--- src/rtl/bss_pkg.sv ---
// Package: shared types and constants of the bus sideband block
// Assumes one bus clock, synchronous active-high reset.
// Summary of operation
// - Parity high for even count of lows
// - Undriven status 000 reads parity high, correct
// - Presence indicator output held permanently low
// - Management interrupt request accepted only from the run state
// - On interrupt, save state, enter management state
// - Issue acknowledge transaction, then run handler
// - Request active at reset release tristates outputs
// - Clock-stop request acknowledges, then enters stopped state
// - Gate core clocks except bus and interrupt units
// - Keep snooping and servicing interrupts while stopped
// - Release restarts all clocks, resumes execution
// - Bus clock unaffected; request is asynchronous
// - Sample configuration lines at reset release
package bss_pkg;

  // ==========================================================
  // Widths and constants
  localparam int          BSS_RS_W       = 3;
  localparam int          BSS_CFG_W      = 8;
  localparam int          BSS_SYNC_W     = 2;
  localparam logic [2:0]  BSS_RS_IDLE    = 3'h0;
  localparam logic [7:0]  BSS_CFG_RST    = 8'h00;
  localparam int          BSS_SAVE_CYC   = 2;

  // ==========================================================
  // Bus transaction kinds issued by the block
  typedef enum logic [1:0] {
    BSS_ACK_NONE  = 2'h0,
    BSS_ACK_SMI   = 2'h1,
    BSS_ACK_STOP  = 2'h2
  } bss_ack_e;

  // Control states, Gray along the usual path
  typedef enum logic [2:0] {
    BSS_RUN       = 3'b000,
    BSS_SAVE      = 3'b001,
    BSS_SMI_ACK   = 3'b011,
    BSS_SMI_RUN   = 3'b010,
    BSS_STOP_ACK  = 3'b110,
    BSS_STOPPED   = 3'b111
  } bss_state_e;

  typedef struct packed {
    logic [2:0] response_status_n;
    logic       response_parity_n;
    logic       response_valid;
  } bss_resp_s;

  typedef struct packed {
    logic       req;
    bss_ack_e   kind;
  } bss_ack_s;

endpackage : bss_pkg

--- src/rtl/bss_sync.sv ---
// Two-flop synchroniser bank for asynchronous request levels.
// Assumes inputs may change at any time relative to clk_sys.
`timescale 1ns/10ps
module bss_sync
  import bss_pkg::*;
#(
  parameter int W   = 2,
  parameter logic [W-1:0] RST_VAL = '1
) (
  input  wire logic         clk_sys,
  input  wire logic         rst,
  input  wire logic [W-1:0] async_in,
  output logic      [W-1:0] sync_out
);

  logic [W-1:0] meta_q;
  logic [W-1:0] meta_d;
  logic [W-1:0] sync_q;
  logic [W-1:0] sync_d;

  if (W < 1) begin : g_bad_width
    $error("bss_sync: width must be at least 1");
  end

  // ==========================================================
  // Stages
  always_comb begin
    meta_d = async_in;
    sync_d = meta_q;
  end

  always_ff @(posedge clk_sys) begin
    if (rst) begin
      meta_q <= RST_VAL;
      sync_q <= RST_VAL;
    end else begin
      meta_q <= meta_d;
      sync_q <= sync_d;
    end
  end

  assign sync_out = sync_q;

endmodule : bss_sync

--- src/rtl/bss_sideband.sv ---
// Sideband control: response parity check, presence indicator,
// management interrupt entry and clock-stop handling.
// Assumes clk_sys is the bus clock; requests arrive asynchronously.
`timescale 1ns/10ps
module bss_sideband
  import bss_pkg::*;
#(
  parameter int SAVE_CYC = BSS_SAVE_CYC
) (
  input  wire logic                 clk_sys,
  input  wire logic                 rst,
  input  wire bss_resp_s            resp_in,
  input  wire logic                 sys_mgmt_interrupt_req_n,
  input  wire logic                 clock_stop_request_n,
  input  wire logic [BSS_CFG_W-1:0] config_lines,
  input  wire logic                 ack_done,
  input  wire logic                 save_done,
  input  wire logic                 rsm_exit,
  output logic                      presence_indicator_n,
  output logic                      parity_error,
  output bss_ack_s                  ack_out,
  output logic                      save_state_req,
  output logic                      sys_mgmt_state,
  output logic                      handler_start,
  output logic                      core_clk_en,
  output logic                      bus_unit_clk_en,
  output logic                      local_interrupt_unit_clk_en,
  output logic                      snoop_en,
  output logic                      outputs_tristate,
  output logic [BSS_CFG_W-1:0]      config_q
);

  if (SAVE_CYC < 1) begin : g_bad_save_cyc
    $error("bss_sideband: SAVE_CYC must be at least 1");
  end

  // ==========================================================
  // Request synchronisers
  logic [1:0] req_sync;
  logic       smi_act;
  logic       stop_act;

  bss_sync #(
    .W       (2),
    .RST_VAL (2'h3)
  ) u_sync (
    .clk_sys  (clk_sys),
    .rst      (rst),
    .async_in ({sys_mgmt_interrupt_req_n, clock_stop_request_n}),
    .sync_out (req_sync)
  );

  assign smi_act  = ~req_sync[1];
  assign stop_act = ~req_sync[0];

  // ==========================================================
  // Presence indicator
  assign presence_indicator_n = 1'b0;

  // ==========================================================
  // Response parity check
  logic parity_error_q;
  logic parity_error_d;
  logic exp_par;

  always_comb begin
    // Even count of low status lines gives a high parity line
    exp_par = ~(^(~resp_in.response_status_n));
    parity_error_d = 1'b0;
    if (resp_in.response_valid &&
        resp_in.response_status_n != ~BSS_RS_IDLE) begin
      parity_error_d = (resp_in.response_parity_n != exp_par);
    end else if (resp_in.response_status_n == ~BSS_RS_IDLE) begin
      // Undriven status: pulled-high parity counts as correct
      parity_error_d = 1'b0;
    end
  end

  always_ff @(posedge clk_sys) begin
    if (rst) parity_error_q <= 1'b0;
    else     parity_error_q <= parity_error_d;
  end

  assign parity_error = parity_error_q;

  // ==========================================================
  // Reset release: configuration capture and tristate strap
  logic                 rst_prev_q;
  logic                 rst_prev_d;
  logic [BSS_CFG_W-1:0] cfg_q;
  logic [BSS_CFG_W-1:0] cfg_d;
  logic                 tri_q;
  logic                 tri_d;
  logic                 rel_edge;

  always_comb begin
    rel_edge   = rst_prev_q;
    rst_prev_d = 1'b0;
    cfg_d      = cfg_q;
    tri_d      = tri_q;
    if (rel_edge) begin
      cfg_d = config_lines;
      tri_d = ~sys_mgmt_interrupt_req_n;
    end
  end

  always_ff @(posedge clk_sys) begin
    if (rst) begin
      rst_prev_q <= 1'b1;
      cfg_q      <= BSS_CFG_RST;
      tri_q      <= 1'b0;
    end else begin
      rst_prev_q <= rst_prev_d;
      cfg_q      <= cfg_d;
      tri_q      <= tri_d;
    end
  end

  assign config_q         = cfg_q;
  assign outputs_tristate = tri_q;

  // ==========================================================
  // Control state machine
  bss_state_e state_q;
  bss_state_e state_d;
  logic [7:0] save_cnt_q;
  logic [7:0] save_cnt_d;
  logic       start_q;
  logic       start_d;

  always_comb begin
    state_d    = state_q;
    save_cnt_d = save_cnt_q;
    start_d    = 1'b0;
    unique case (state_q)
      BSS_RUN: begin
        if (smi_act) begin
          state_d    = BSS_SAVE;
          save_cnt_d = 8'h00;
        end else if (stop_act) begin
          state_d = BSS_STOP_ACK;
        end
      end
      BSS_SAVE: begin
        // State save runs at least SAVE_CYC cycles, until core done
        if (save_cnt_q != 8'hff) save_cnt_d = save_cnt_q + 8'h01;
        if (save_done && save_cnt_q >= 8'(SAVE_CYC - 1)) begin
          state_d = BSS_SMI_ACK;
        end
      end
      BSS_SMI_ACK: begin
        if (ack_done) begin
          state_d = BSS_SMI_RUN;
          start_d = 1'b1;
        end
      end
      BSS_SMI_RUN: begin
        if (rsm_exit) state_d = BSS_RUN;
        else if (stop_act) state_d = BSS_STOP_ACK;
      end
      BSS_STOP_ACK: begin
        if (ack_done) state_d = BSS_STOPPED;
      end
      BSS_STOPPED: begin
        if (!stop_act) begin
          state_d = sys_mgmt_state ? BSS_SMI_RUN : BSS_RUN;
        end
      end
      default: state_d = BSS_RUN;
    endcase
  end

  // Management mode flag survives a stop/restart excursion
  logic smm_q;
  logic smm_d;

  always_comb begin
    smm_d = smm_q;
    if (state_q == BSS_SAVE && state_d == BSS_SMI_ACK) smm_d = 1'b1;
    else if (state_q == BSS_SMI_RUN && rsm_exit)       smm_d = 1'b0;
  end

  always_ff @(posedge clk_sys) begin
    if (rst) begin
      state_q    <= BSS_RUN;
      save_cnt_q <= 8'h00;
      start_q    <= 1'b0;
      smm_q      <= 1'b0;
    end else begin
      state_q    <= state_d;
      save_cnt_q <= save_cnt_d;
      start_q    <= start_d;
      smm_q      <= smm_d;
    end
  end

  // ==========================================================
  // Outputs
  always_comb begin
    ack_out.req  = 1'b0;
    ack_out.kind = BSS_ACK_NONE;
    if (state_q == BSS_SMI_ACK) begin
      ack_out.req  = 1'b1;
      ack_out.kind = BSS_ACK_SMI;
    end else if (state_q == BSS_STOP_ACK) begin
      ack_out.req  = 1'b1;
      ack_out.kind = BSS_ACK_STOP;
    end
  end

  assign save_state_req              = (state_q == BSS_SAVE);
  assign sys_mgmt_state              = smm_q;
  assign handler_start               = start_q;
  assign core_clk_en                 = (state_q != BSS_STOPPED);
  assign bus_unit_clk_en             = 1'b1;
  assign local_interrupt_unit_clk_en = 1'b1;
  assign snoop_en                    = 1'b1;

endmodule : bss_sideband

--- config.mk ---
export PLATFORM = sky130hd
export DESIGN_NAME = bss_sideband
export DESIGN_NICKNAME = d
export VERILOG_FILES = /design/src/rtl/bss_pkg.sv /design/src/rtl/bss_sync.sv /design/src/rtl/bss_sideband.sv
export SDC_FILE = /design/constraint.sdc
export NUM_CORES = 1
export LEC_CHECK = 0
export BUFFER_PORTS_ARGS = -buffer_cell sky130_fd_sc_hd__buf_2
export CORE_UTILIZATION = 39
export CTS_BUF_LIST = sky130_fd_sc_hd__clkbuf_8
export DETAILED_ROUTE_END_ITERATION = 6
export SYNTH_ARGS = -nofsm -noshare
export SYNTH_HDL_FRONTEND = slang
export SYNTH_SLANG_ARGS = --single-unit
export TNS_END_PERCENT = 50
--- constraint.sdc ---
create_clock -name clk_sys -period 1.67 [get_ports clk_sys]
set_input_delay 0.334 -clock clk_sys [delete_from_list [all_inputs] [get_ports clk_sys]]
set_output_delay 0.334 -clock clk_sys [all_outputs]
set_load 0.01 [all_outputs]
==> results list, run 1 <==
- Capture instance of the worst register-to-register path: save_cnt_q[7]
* Die X-Extent: 60.6 µm
- Buffers inserted to repair hold after CTS numbered 0.
- # diodes: 0
* Pwr dens: 833 nW/µm²
* Kind of cell adding the most delay to the critical path: flip-flops
- DRC violations left: 0
- The worst register-to-register path has a setup slack of 0.14 ns.
- Number of warning messages in the yosys log: 0
- Buffer levels on the longest clock path: 2
- Number of buffers added by the clock tree synthesis step: 3
- The critical path is of the flip-flop to output pin type.
* Endpoint type of the worst setup path: output pin
- Critical Path RT: 1.34 ns
* Post-cts repair resize count: 2
- The later pin in the worst-skew pair is clocked with a latency of 0.27 ns.
- The detailed router finished its first iteration with 79 violations.
- For this run the aggregate overflow at the end of global routing stands at 0.
* Maximum single-stage delay on the critical path: 0.43 ns
- Setup repair after global routing left no endpoint under its margin.
- Remaining antenna violation count after routing: 0
- The core region is 3150 µm².
- Effective utilization at floorplan: 42.4%
* Worst-case reg-to-reg path depth: 5
- Source of the worst register-to-register timing path: save_cnt_q[0]
- Depth of the CTS H-tree: 1
- The top cell types in the final layout, fill and taps aside, are sky130_fd_sc_hd__buf_2 (36), sky130_fd_sc_hd__dfxtp_1 (25), sky130_fd_sc_hd__nor2_1 (14).
- The first detailed-routing pass took 4 iterations.
- VDD sags by at most 482 µV.
- Synthesis handed over a netlist of 151 instances.
- In the final timing run, aggregate negative setup slack is 0 ns.
- Worst Clk Skew: 0.00216 ns
- Overall track demand over capacity in global routing: 16.8%
- In this run, distinct cell masters in the synthesized netlist total 38.
- Mapped Area: 1340 µm²
- Share of the yosys chip area belonging to registers: 41.9%
- Antenna violations before repair: 0
* Final hold violations: 0
- Startpoint type of the worst setup path: flip-flop
* Clock-pin slew reported for the worst setup and hold paths after clock tree synthesis: 0.09 ns
- Maximum fanout along the worst path: 9
- Hold WS: 0.233 ns
- Dividing the detail-routed wire length by the instance count gives 11.6 µm.
- Worst-path cell chain: inv_1 -> nor3_2 -> buf_2
- Buffer cell driving the clock tree root: sky130_fd_sc_hd__clkbuf_8
- In this run the tightest slew margin relative to its limit is 66.3%.
- The first global-routing pass estimated 4.58 mm of wire.
- The number of setup buffers added after CTS is 0.
- Count of clock tree sinks: 28
* Mean number of vias per cell: 5.06
- Share of the clock period used by the worst path: 94.4%
- Counting I/O delays and the setup requirement, the final critical path takes 1.58 ns.
* Number of core rows: 20
* Syn_area_per_cell: 8.86 µm²
* Leakage power figure: 0.708 nW
- Max Clk Rate: 635 MHz
* End of the worst hold path: u_sync.meta_q[0]
* Number of global-route vias before repair: 1059
* Count of boundary I/O pins: 41
- Arrival time of data at the critical path endpoint: 1.24 ns
- HPWL after detailed placement: 1.93 mm
* Master of the slowest instance on the critical path: sky130_fd_sc_hd__dfxtp_4
- Flip-flop and latch count after synthesis: 28
- Leaving out fill and tap cells, the most frequent cell in the layout is sky130_fd_sc_hd__buf_2.
- Height of the die: 60.6 µm
- CTS tree: done
- Total of max-cap violations: 0
- HP Class: primary input to flip-flop
- For this run, the post-layout net count is 210.
* Buffers added on ports: 36
- Hold Path Depth: 2
* Startpoint of the worst hold path: clock_stop_request_n
* Worst-margin pin slew: 0.504 ns
- Overall power consumption after layout is estimated at 0.00134 W.
* WL final: 2.66 mm
* Result of the run: complete, no violations
* Total number of vias: 1158
- The final number of max-transition violations was 0.
- Floorplan die area: 3670 µm²
- From synthesis to final layout, the design area changed by 19.9%.
- Routability congestion estimate from global placement: 0.812
- Pin count of the biggest net entering global routing: 24
* Number of buffer and inverter stages on the critical path: 2
- Share of layout cells above drive strength 1: 31.9%
- Total setup violations reported at the end of the flow: 0
==> cell usage after synthesis <==
master                      n  share of area, %
sky130_fd_sc_hd__dfxtp_1   28                42
sky130_fd_sc_hd__nor2_1    14               3.9
sky130_fd_sc_hd__nand2_1   11               3.1
sky130_fd_sc_hd__a21oi_1   10               3.7
sky130_fd_sc_hd__nand3_1    9               3.4
sky130_fd_sc_hd__mux2i_1    8               6.0
sky130_fd_sc_hd__inv_1      7               2.0
sky130_fd_sc_hd__o21ai_0    6               2.2
sky130_fd_sc_hd__buf_4      4               2.2
sky130_fd_sc_hd__ha_1       4               3.7
sky130_fd_sc_hd__nor2b_1    4               1.9
sky130_fd_sc_hd__or2_2      4               1.9
sky130_fd_sc_hd__clkbuf_1   3              0.84
sky130_fd_sc_hd__nor3_1     3               1.1
sky130_fd_sc_hd__nor3b_1    3               1.7
sky130_fd_sc_hd__or3_1      3               1.4
sky130_fd_sc_hd__a31oi_1    2              0.94
sky130_fd_sc_hd__buf_2      2              0.75
sky130_fd_sc_hd__buf_6      2               1.7
sky130_fd_sc_hd__conb_1     2              0.56
sky130_fd_sc_hd__nand4_2    2               1.9
sky130_fd_sc_hd__nor4b_1    2               1.3
sky130_fd_sc_hd__o31ai_1    2               1.1
sky130_fd_sc_hd__or4_1      2               1.1
sky130_fd_sc_hd__a211oi_1   1              0.56
sky130_fd_sc_hd__a21o_1     1              0.56
sky130_fd_sc_hd__a221oi_1   1              0.65
sky130_fd_sc_hd__a31o_2     1              0.65
sky130_fd_sc_hd__nand4_1    1              0.47
sky130_fd_sc_hd__nor2_4     1              0.84
sky130_fd_sc_hd__nor3_2     1              0.75
sky130_fd_sc_hd__nor4_1     1              0.47
sky130_fd_sc_hd__o21a_1     1              0.56
sky130_fd_sc_hd__o221a_2    1              0.84
sky130_fd_sc_hd__o221ai_2   1               1.1
sky130_fd_sc_hd__o22ai_1    1              0.47
sky130_fd_sc_hd__or4b_4     1               1.0
sky130_fd_sc_hd__xnor2_1    1              0.65
==> layout make-up <==
class	count	area, µm²
multi-input cells	107	698
well taps	44	55.1
fillers	318	1550
clock buffers	4	55.1
repair buffers	39	203
flip-flops and latches	28	567
inverters	7	26.3
==> flip-flops by register name (all words and copies together) (netlist names) <==
| name | cells |
|---|---|
| sys_mgmt_state | 1 |
| u_sync.sync_out | 2 |
| state_q | 3 |
| u_sync.meta_q | 2 |
| handler_start | 1 |
| parity_error | 1 |
| config_q | 8 |
| save_cnt_q | 8 |
| rel_edge | 1 |
| outputs_tristate | 1 |
==> worst max path at each step <==
stage	from	endpoint	slack, ns	depth (start not counted)
after floorplan	save_cnt_q[0]	save_cnt_q[5]	0.16	6
after global placement	save_cnt_q[0]	save_cnt_q[7]	0.13	5
final	state_q[0]	save_state_req	0.09	3
after global routing	save_cnt_q[0]	save_cnt_q[5]	0.01	5
after CTS	state_q[1]	ack_out[2]	0.01	3
after detailed placement	save_cnt_q[0]	save_cnt_q[5]	0.06	5
==> per-stage QoR <==
step / utilization (%) / worst slack (ns) / std cells / area (µm²)
global route: 50.9 / 0.0130 / 229 / 1600
floorplan: - / 0.157 / 153 / 1350
finish: 50.9 / 0.0941 / 229 / 1600
CTS: 50.3 / 0.0103 / 229 / 1590
detailed placement: 48.5 / 0.0640 / 225 / 1530
global placement: 48.5 / 0.134 / 225 / 1530
==> where the power goes <==
group          internal (W)  total, W  leakage (nW)  switching, W
clock              0.000211  0.000423        0.0288      0.000211
sequential         0.000694  0.000726         0.231     0.0000311
combinational     0.0000928  0.000188         0.448     0.0000955
total              0.000998   0.00134         0.708      0.000338
==> cell families (layout without fill, tap and decap cells) <==
group,Yosys count,count (layout),synth area share (%)
compound gates,28,28,13.5
xor+xnor,1,1,0.655
fa+ha+maj,4,4,3.74
buf+inv,18,50,7.48
flops,28,28,41.9
mux,8,8,5.99
other cells,2,4,0.561
simple gates,62,62,26.2
==> layer usage <==
layer | wire [µm] | up-vias | share of wire (%) | track usage [%]
met5 | 0 | - | 0 | 0
met4 | 49 | 0 | 1.8 | 8.44
met3 | 144 | 5 | 5.4 | 3.41
met2 | 1210 | 36 | 46 | 26.5
met1 | 1250 | 528 | 47 | 21.7
li1 | - | 589 | - | -
(Power assumes the default switching activity.)
==> run 2, diff against run 1 <==
--- a/config.mk
+++ b/config.mk
@@ -8,6 +8,7 @@
 export BUFFER_PORTS_ARGS = -buffer_cell sky130_fd_sc_hd__buf_2
 export CORE_UTILIZATION = 39
 export CTS_BUF_LIST = sky130_fd_sc_hd__clkbuf_8
+export CTS_CLUSTER_DIAMETER = 200
 export DETAILED_ROUTE_END_ITERATION = 6
 export SYNTH_ARGS = -nofsm -noshare
 export SYNTH_HDL_FRONTEND = slang
==> constraint.sdc (replaced) <==
create_clock -name clk_sys -period 2.04 [get_ports clk_sys]
set_input_delay 0.408 -clock clk_sys [delete_from_list [all_inputs] [get_ports clk_sys]]
set_output_delay 0.408 -clock clk_sys [all_outputs]
set_load 0.01 [all_outputs]
==> results list, run 2 (synthesized netlist as in run 1, its figures left out) <==
- Antenna violations before repair: 0
* # diodes: 0
- First-pass GRT wire length: 4.33 mm
- The flow ran to the end, and the final reports show no timing, DRC or antenna violations.
- In this run the tightest slew margin relative to its limit is 66.7%.
* Max layer used: met4
- Max Clk Rate: 528 MHz
- The final number of hold-violating endpoints is 0.
- Setup violations remaining at the end of the flow were counted as 0.
- IR drop worst, VDD: 440 µV
- Buffers added on ports: 36
* Unrepaired setup endpoints after global routing: false
* WL final: 2.69 mm
* Endpoint type of the worst setup path: output pin
- TritonCTS built the clock tree.
* Depth of the CTS H-tree: 1
- Worst-margin pin slew: 0.498 ns
* Effective utilization at floorplan: 42.4%
* Setup repair bufs after CTS: 0
- Met2 wire len: 1.31 mm
* Post-route standard cell area excluding fillers: 1590 µm²
- Buffer levels on the longest clock path: 2
- Number of global-route vias before repair: 1025
- Across all layers, the routed design uses 1175 vias.
* Setup TNS after final layout: 0 ns
- Final nets: 208
* Finished Layout Cells: 227
- Overall track demand over capacity in global routing: 15.7%
- Kind of cell adding the most delay to the critical path: flip-flops
* Critical Path RT: 1.63 ns
- Share of the core filled with cells in the final layout: 50.3%
- Worst-path cell chain: inv_1 -> nor3_2 -> buf_2
* Master of the slowest instance on the critical path: sky130_fd_sc_hd__dfxtp_1
- Arrival time of data at the critical path endpoint: 1.49 ns
- Height of the die: 60.6 µm
- Global route total overflow: 0
- Pin count of the biggest net entering global routing: 24
- The placed instances occupy a cell area of 1510 µm².
* HP Class: primary input to flip-flop
* DRC violations left: 0
- Post-CTS repair changed the size of 0 cells.
- Die X-Extent: 60.6 µm
- Count of clock tree sinks: 28
- Hold Buf Count CTS: 0
- Cells with a size suffix above 1 make up 29.0% of the layout.
* Detailed-routed wire length on met3: 162 µm
* Number of buffer and inverter stages on the critical path: 2
* Crit Path Category: flip-flop to output pin
- The final number of max-transition violations was 0.
* Growth of design area from synthesis to finish: 18.5%
* Mean number of vias per cell: 5.18
- Most common cell after layout, fill and taps aside: sky130_fd_sc_hd__buf_2
- For this block, wires on met1 add up to 1.20 mm.
- Commonest cells after routing, fill and taps aside: sky130_fd_sc_hd__buf_2 (36), sky130_fd_sc_hd__dfxtp_1 (28), sky130_fd_sc_hd__nor2_1 (14)
- Row generation in the floorplan step produced 20 rows.
* Pwr dens: 742 nW/µm²
- The worst register-to-register path has a setup slack of 0.39 ns.
- The wire-length estimate of the detail-placed layout is 1.92 mm.
- Clock-pin slew reported for the worst setup and hold paths after clock tree synthesis: 0.10 ns
- In this run the count of I/O pins placed on the die edge is 41.
* Number of buffers added by the clock tree synthesis step: 3
- Counting the fill cells in the layout gives 324.
* Maximum fanout along the worst path: 12
- Post-Place Cells: 223
* Insertion delay of the later-clocked pin in the worst-skew pair: 0.27 ns
- Startpoint type of the worst setup path: flip-flop
- Maximum single-stage delay on the critical path: 0.60 ns
* Routability congestion estimate from global placement: 0.819
* Share of the clock period used by the worst path: 92.9%
- The detailed router finished its first iteration with 62 violations.
* Total of max-cap violations: 0
- In this run the remaining antenna-violating nets after routing total 0.
- Core region area: 3150 µm²
- Minimum period implied by the final worst setup slack: 1.89 ns
- Leakage power figure: 0.704 nW
- Worst Clk Skew: 0.00441 ns
- For this run, the detailed router's first-pass iteration total came to 4.
- Buffer cell driving the clock tree root: sky130_fd_sc_hd__clkbuf_8
- Post-detailed-route wirelength per cell: 11.8 µm
- Floorplan die area: 3670 µm²
[run 2: cell count changes in the layout (fill, tap and decap cells not counted), sizes merged]
| cell | delta |
|---|---|
| bufinv | +1 |
| buf | -2 |
| clkbuf | -1 |
[run 2: power breakdown]
part	total, W	switching (W)	internal (W)
clock network	0.000436	0.000173	0.000263
registers	0.000595	0.0000268	0.000568
logic	0.000146	0.0000756	0.0000699
total	0.00118	0.000276	0.000900
[run 2: final timing paths]
| kind | from | endpoint | cells past startpoint |
|---|---|---|---|
| hold reg to reg | u_sync.meta_q[1] | u_sync.sync_out[1] | 1 |
| hold / removal | clock_stop_request_n | u_sync.meta_q[0] | 2 |
| setup reg to reg | save_cnt_q[0] | save_cnt_q[7] | 5 |
| setup / recovery | state_q[0] | save_state_req | 3 |
[run 2: worst reg2reg max path: cells and delay by family (launching register included)]
family	cells	cell delay [ns]
flip-flops	1	0.36
AO/OA/AOI/OAI	2	0.38
AND/OR/NAND/NOR	2	0.59
adder cells (fa/ha/maj)	1	0.26
[run 2: cell type report]
cell class | count | area [µm²] | area share (%)
Sequential cell | 28 | 561 | 35.4
Clock buffer | 3 | 41.3 | 2.60
Multi-Input combinational cell | 107 | 684 | 43.2
Clock inverter | 1 | 30.0 | 1.89
Inverter | 7 | 26.3 | 1.66
Tap cell | 44 | 55.1 | 3.47
Timing Repair Buffer | 37 | 188 | 11.8
[run 2: layer usage]
layer / up-vias / GRT usage, %
met4: 0 / 2.92
met1: 544 / 19.1
met5: - / 0
met3: 2 / 5.12
li1: 585 / -
met2: 44 / 27.2
[run 2: through the flow]
step                      total power [W]  hold slack, ns  worst slack [ns]
after floorplan                  0.000712           0.389             0.527
after global placement           0.000747           0.392             0.472
after detailed placement         0.000752           0.393             0.437
after CTS                         0.00119           0.305             0.119
after global routing              0.00123           0.310            0.0100
final                             0.00118           0.311             0.146
==> run 3, diff against run 2 <==
--- a/config.mk
+++ b/config.mk
@@ -6,10 +6,12 @@
 export NUM_CORES = 1
 export LEC_CHECK = 0
 export BUFFER_PORTS_ARGS = -buffer_cell sky130_fd_sc_hd__buf_2
+export CAP_MARGIN = 20
 export CORE_UTILIZATION = 39
 export CTS_BUF_LIST = sky130_fd_sc_hd__clkbuf_8
 export CTS_CLUSTER_DIAMETER = 200
 export DETAILED_ROUTE_END_ITERATION = 6
+export PLACE_DENSITY_LB_ADDON = 0.3
 export SYNTH_ARGS = -nofsm -noshare
 export SYNTH_HDL_FRONTEND = slang
 export SYNTH_SLANG_ARGS = --single-unit
==> results list, run 3 (synthesized netlist as in run 1, its figures left out) <==
- Maximum fanout along the worst path: 13
* Endpoint type of the worst setup path: output pin
* Critical Path RT: 1.63 ns
- Source of the worst register-to-register timing path: save_cnt_q[0]
- At the placement stage, the worst setup path has a slack of 0.375 ns.
* Effective utilization at floorplan: 42.4%
- The floorplan has 20 rows.
- Share of layout cells above drive strength 1: 29.1%
* Clock-pin slew reported for the worst setup and hold paths after clock tree synthesis: 0.10 ns
* Worst-margin pin slew: 0.502 ns
- Setup violations remaining at the end of the flow were counted as 0.
* Instance area at placement: 1510 µm²
- Setup repair after global routing left no endpoint under its margin.
* Maximum single-stage delay on the critical path: 0.64 ns
- Capture instance of the worst register-to-register path: save_cnt_q[7]
- Number of buffer and inverter stages on the critical path: 2
- For this run, design rule violations remaining after detail routing come to 0.
- In this design, the largest share of critical-path delay is due to flip-flops.
- Global route total overflow: 0
- Pin count of the biggest net entering global routing: 24
* Starting DRT DRC Count: 89
* Number of pins exceeding their max-slew limit in the final report: 0
- Worst-path cell chain: inv_1 -> nand3_1 -> o21ai_0 -> buf_2
- In the layout the commonest cells are sky130_fd_sc_hd__buf_2 (36), sky130_fd_sc_hd__dfxtp_1 (27), sky130_fd_sc_hd__nor2_1 (14).
- In this run, post-CTS repair resized a total of 0 instances.
- After filler insertion, the fill cell instance count of the layout stands at 318.
* Insertion delay of the later-clocked pin in the worst-skew pair: 0.28 ns
- The first global-routing pass estimated 4.40 mm of wire.
* Count of boundary I/O pins: 41
- Pwr dens: 745 nW/µm²
- The clock passes through at most 2 buffers.
- IR drop worst, VDD: 455 µV
- Smallest setup slack after layout: 0.136 ns
- The repair_antennas step left the layout with diodes totalling 0.
- Summed over all failing endpoints, the final setup total negative slack is 0 ns.
- HP Class: primary input to flip-flop
- STA classifies the critical path startpoint as a flip-flop.
- Minimum period implied by the final worst setup slack: 1.90 ns
- Worst Clk Skew: 0.00649 ns
- Die X-Extent: 60.6 µm
* Share of the clock period used by the worst path: 93.4%
- TritonCTS built the clock tree.
* Leakage power figure: 0.699 nW
- Across all layers, the routed design uses 1182 vias.
* Count of TritonRoute iterations in the first routing pass: 4
- Launching instance or port of the critical path: state_q[2]
- In this run the standard cell core region covers 3150 µm².
* Final nets: 207
- After detailed routing, the average wire length per cell comes to 11.8 µm.
- The floorplan step set the die height to 60.6 µm.
* Capture point of the critical path: ack_out[2]
- Worst-case reg-to-reg path depth: 5
- Counting every sink on the clock net gives 28.
- Measured on the finished design, the core utilization comes to 50.1%.
* Final hold violations: 0
* Post-route standard cell area excluding fillers: 1580 µm²
- Antenna violations before repair: 0
- The tool flagged a number of max-cap violations equal to 0.
- Setup repair bufs after CTS: 0
* Remaining antenna violation count after routing: 0
- Overall track demand over capacity in global routing: 15.7%
- The slowest stage of the critical path is the sky130_fd_sc_hd__dfxtp_1 cell.
* Buffers added on ports: 36
* WL final: 2.67 mm
- Growth of design area from synthesis to finish: 18.1%
- Leaving out fill and tap cells, the most frequent cell in the layout is sky130_fd_sc_hd__buf_2.
- The worst setup path is of the flip-flop to output pin kind.
* Post-layout power: 0.00118 W
- Max Clk Rate: 525 MHz
- R2R setup slack: 0.40 ns
- Routability congestion estimate from global placement: 0.839
* Floorplan die area: 3670 µm²
* Number of global-route vias before repair: 1044
- Counting the buffers created by CTS gives 3.
* Mean number of vias per cell: 5.23
- Multi-input gate area in the final layout: 684 µm²
- The flow ran to the end, and the final reports show no timing, DRC or antenna violations.
- Summing all flip-flop and latch instances after layout gives 562 µm².
- In this run the number of H-tree levels came out at 1.
* Arrival time of data at the critical path endpoint: 1.50 ns
- The critical path crosses 4 cells after its start point.
- HPWL after detailed placement: 1.91 mm
- Buffer cell driving the clock tree root: sky130_fd_sc_hd__clkbuf_8
- In this run, post-CTS hold repair placed 0 buffers.
- In this run the tightest slew margin relative to its limit is 66.5%.
==> run 3: power breakdown <==
part / total [W] / internal [W] / switching (W)
clock network: 0.000439 / 0.000263 / 0.000176
logic: 0.000142 / 0.0000678 / 0.0000745
registers: 0.000595 / 0.000568 / 0.0000270
==> run 3: stage by stage <==
stage | cells | hold WS (ns)
final | 226 | 0.303
after CTS | 226 | 0.294
after global routing | 226 | 0.303
after floorplan | 153 | 0.389
after global placement | 222 | 0.392
after detailed placement | 222 | 0.398
==> run 3: worst min-delay path by stage <==
stage,cells past startpoint,start,endpoint
floorplan,1,u_sync.meta_q[0],u_sync.sync_out[0]
global placement,1,u_sync.meta_q[1],u_sync.sync_out[1]
detailed placement,1,u_sync.meta_q[1],u_sync.sync_out[1]
CTS,2,clock_stop_request_n,u_sync.meta_q[0]
global route,2,clock_stop_request_n,u_sync.meta_q[0]
finish,2,clock_stop_request_n,u_sync.meta_q[0]
==> run 3: layer usage <==
| layer | GRT usage [%] | part of all wire [%] | vias to the layer above |
|---|---|---|---|
| met5 | 0 | 0 | - |
| met4 | 3.57 | 0.45 | 0 |
| met3 | 4.48 | 5.7 | 2 |
| met2 | 28.1 | 50 | 41 |
| met1 | 18.6 | 44 | 557 |
| li1 | - | - | 582 |
==> run 3: layout make-up <==
| class | count | share of cell area, % |
|---|---|---|
| multi-input cells | 107 | 43.3 |
| well taps | 44 | 3.49 |
| clock inverters | 1 | 1.90 |
| inverters | 7 | 1.66 |
| flip-flops and latches | 28 | 35.6 |
| clock buffers | 3 | 2.61 |
| repair buffers | 36 | 11.4 |
==> run 3: worst register-to-register path: stages (launching register included) <==
cell                       delay [ns]
sky130_fd_sc_hd__dfxtp_1         0.36
sky130_fd_sc_hd__ha_1            0.26
sky130_fd_sc_hd__nand4_2         0.14
sky130_fd_sc_hd__o221ai_2        0.22
sky130_fd_sc_hd__or4_1           0.45
sky130_fd_sc_hd__a21oi_1         0.15
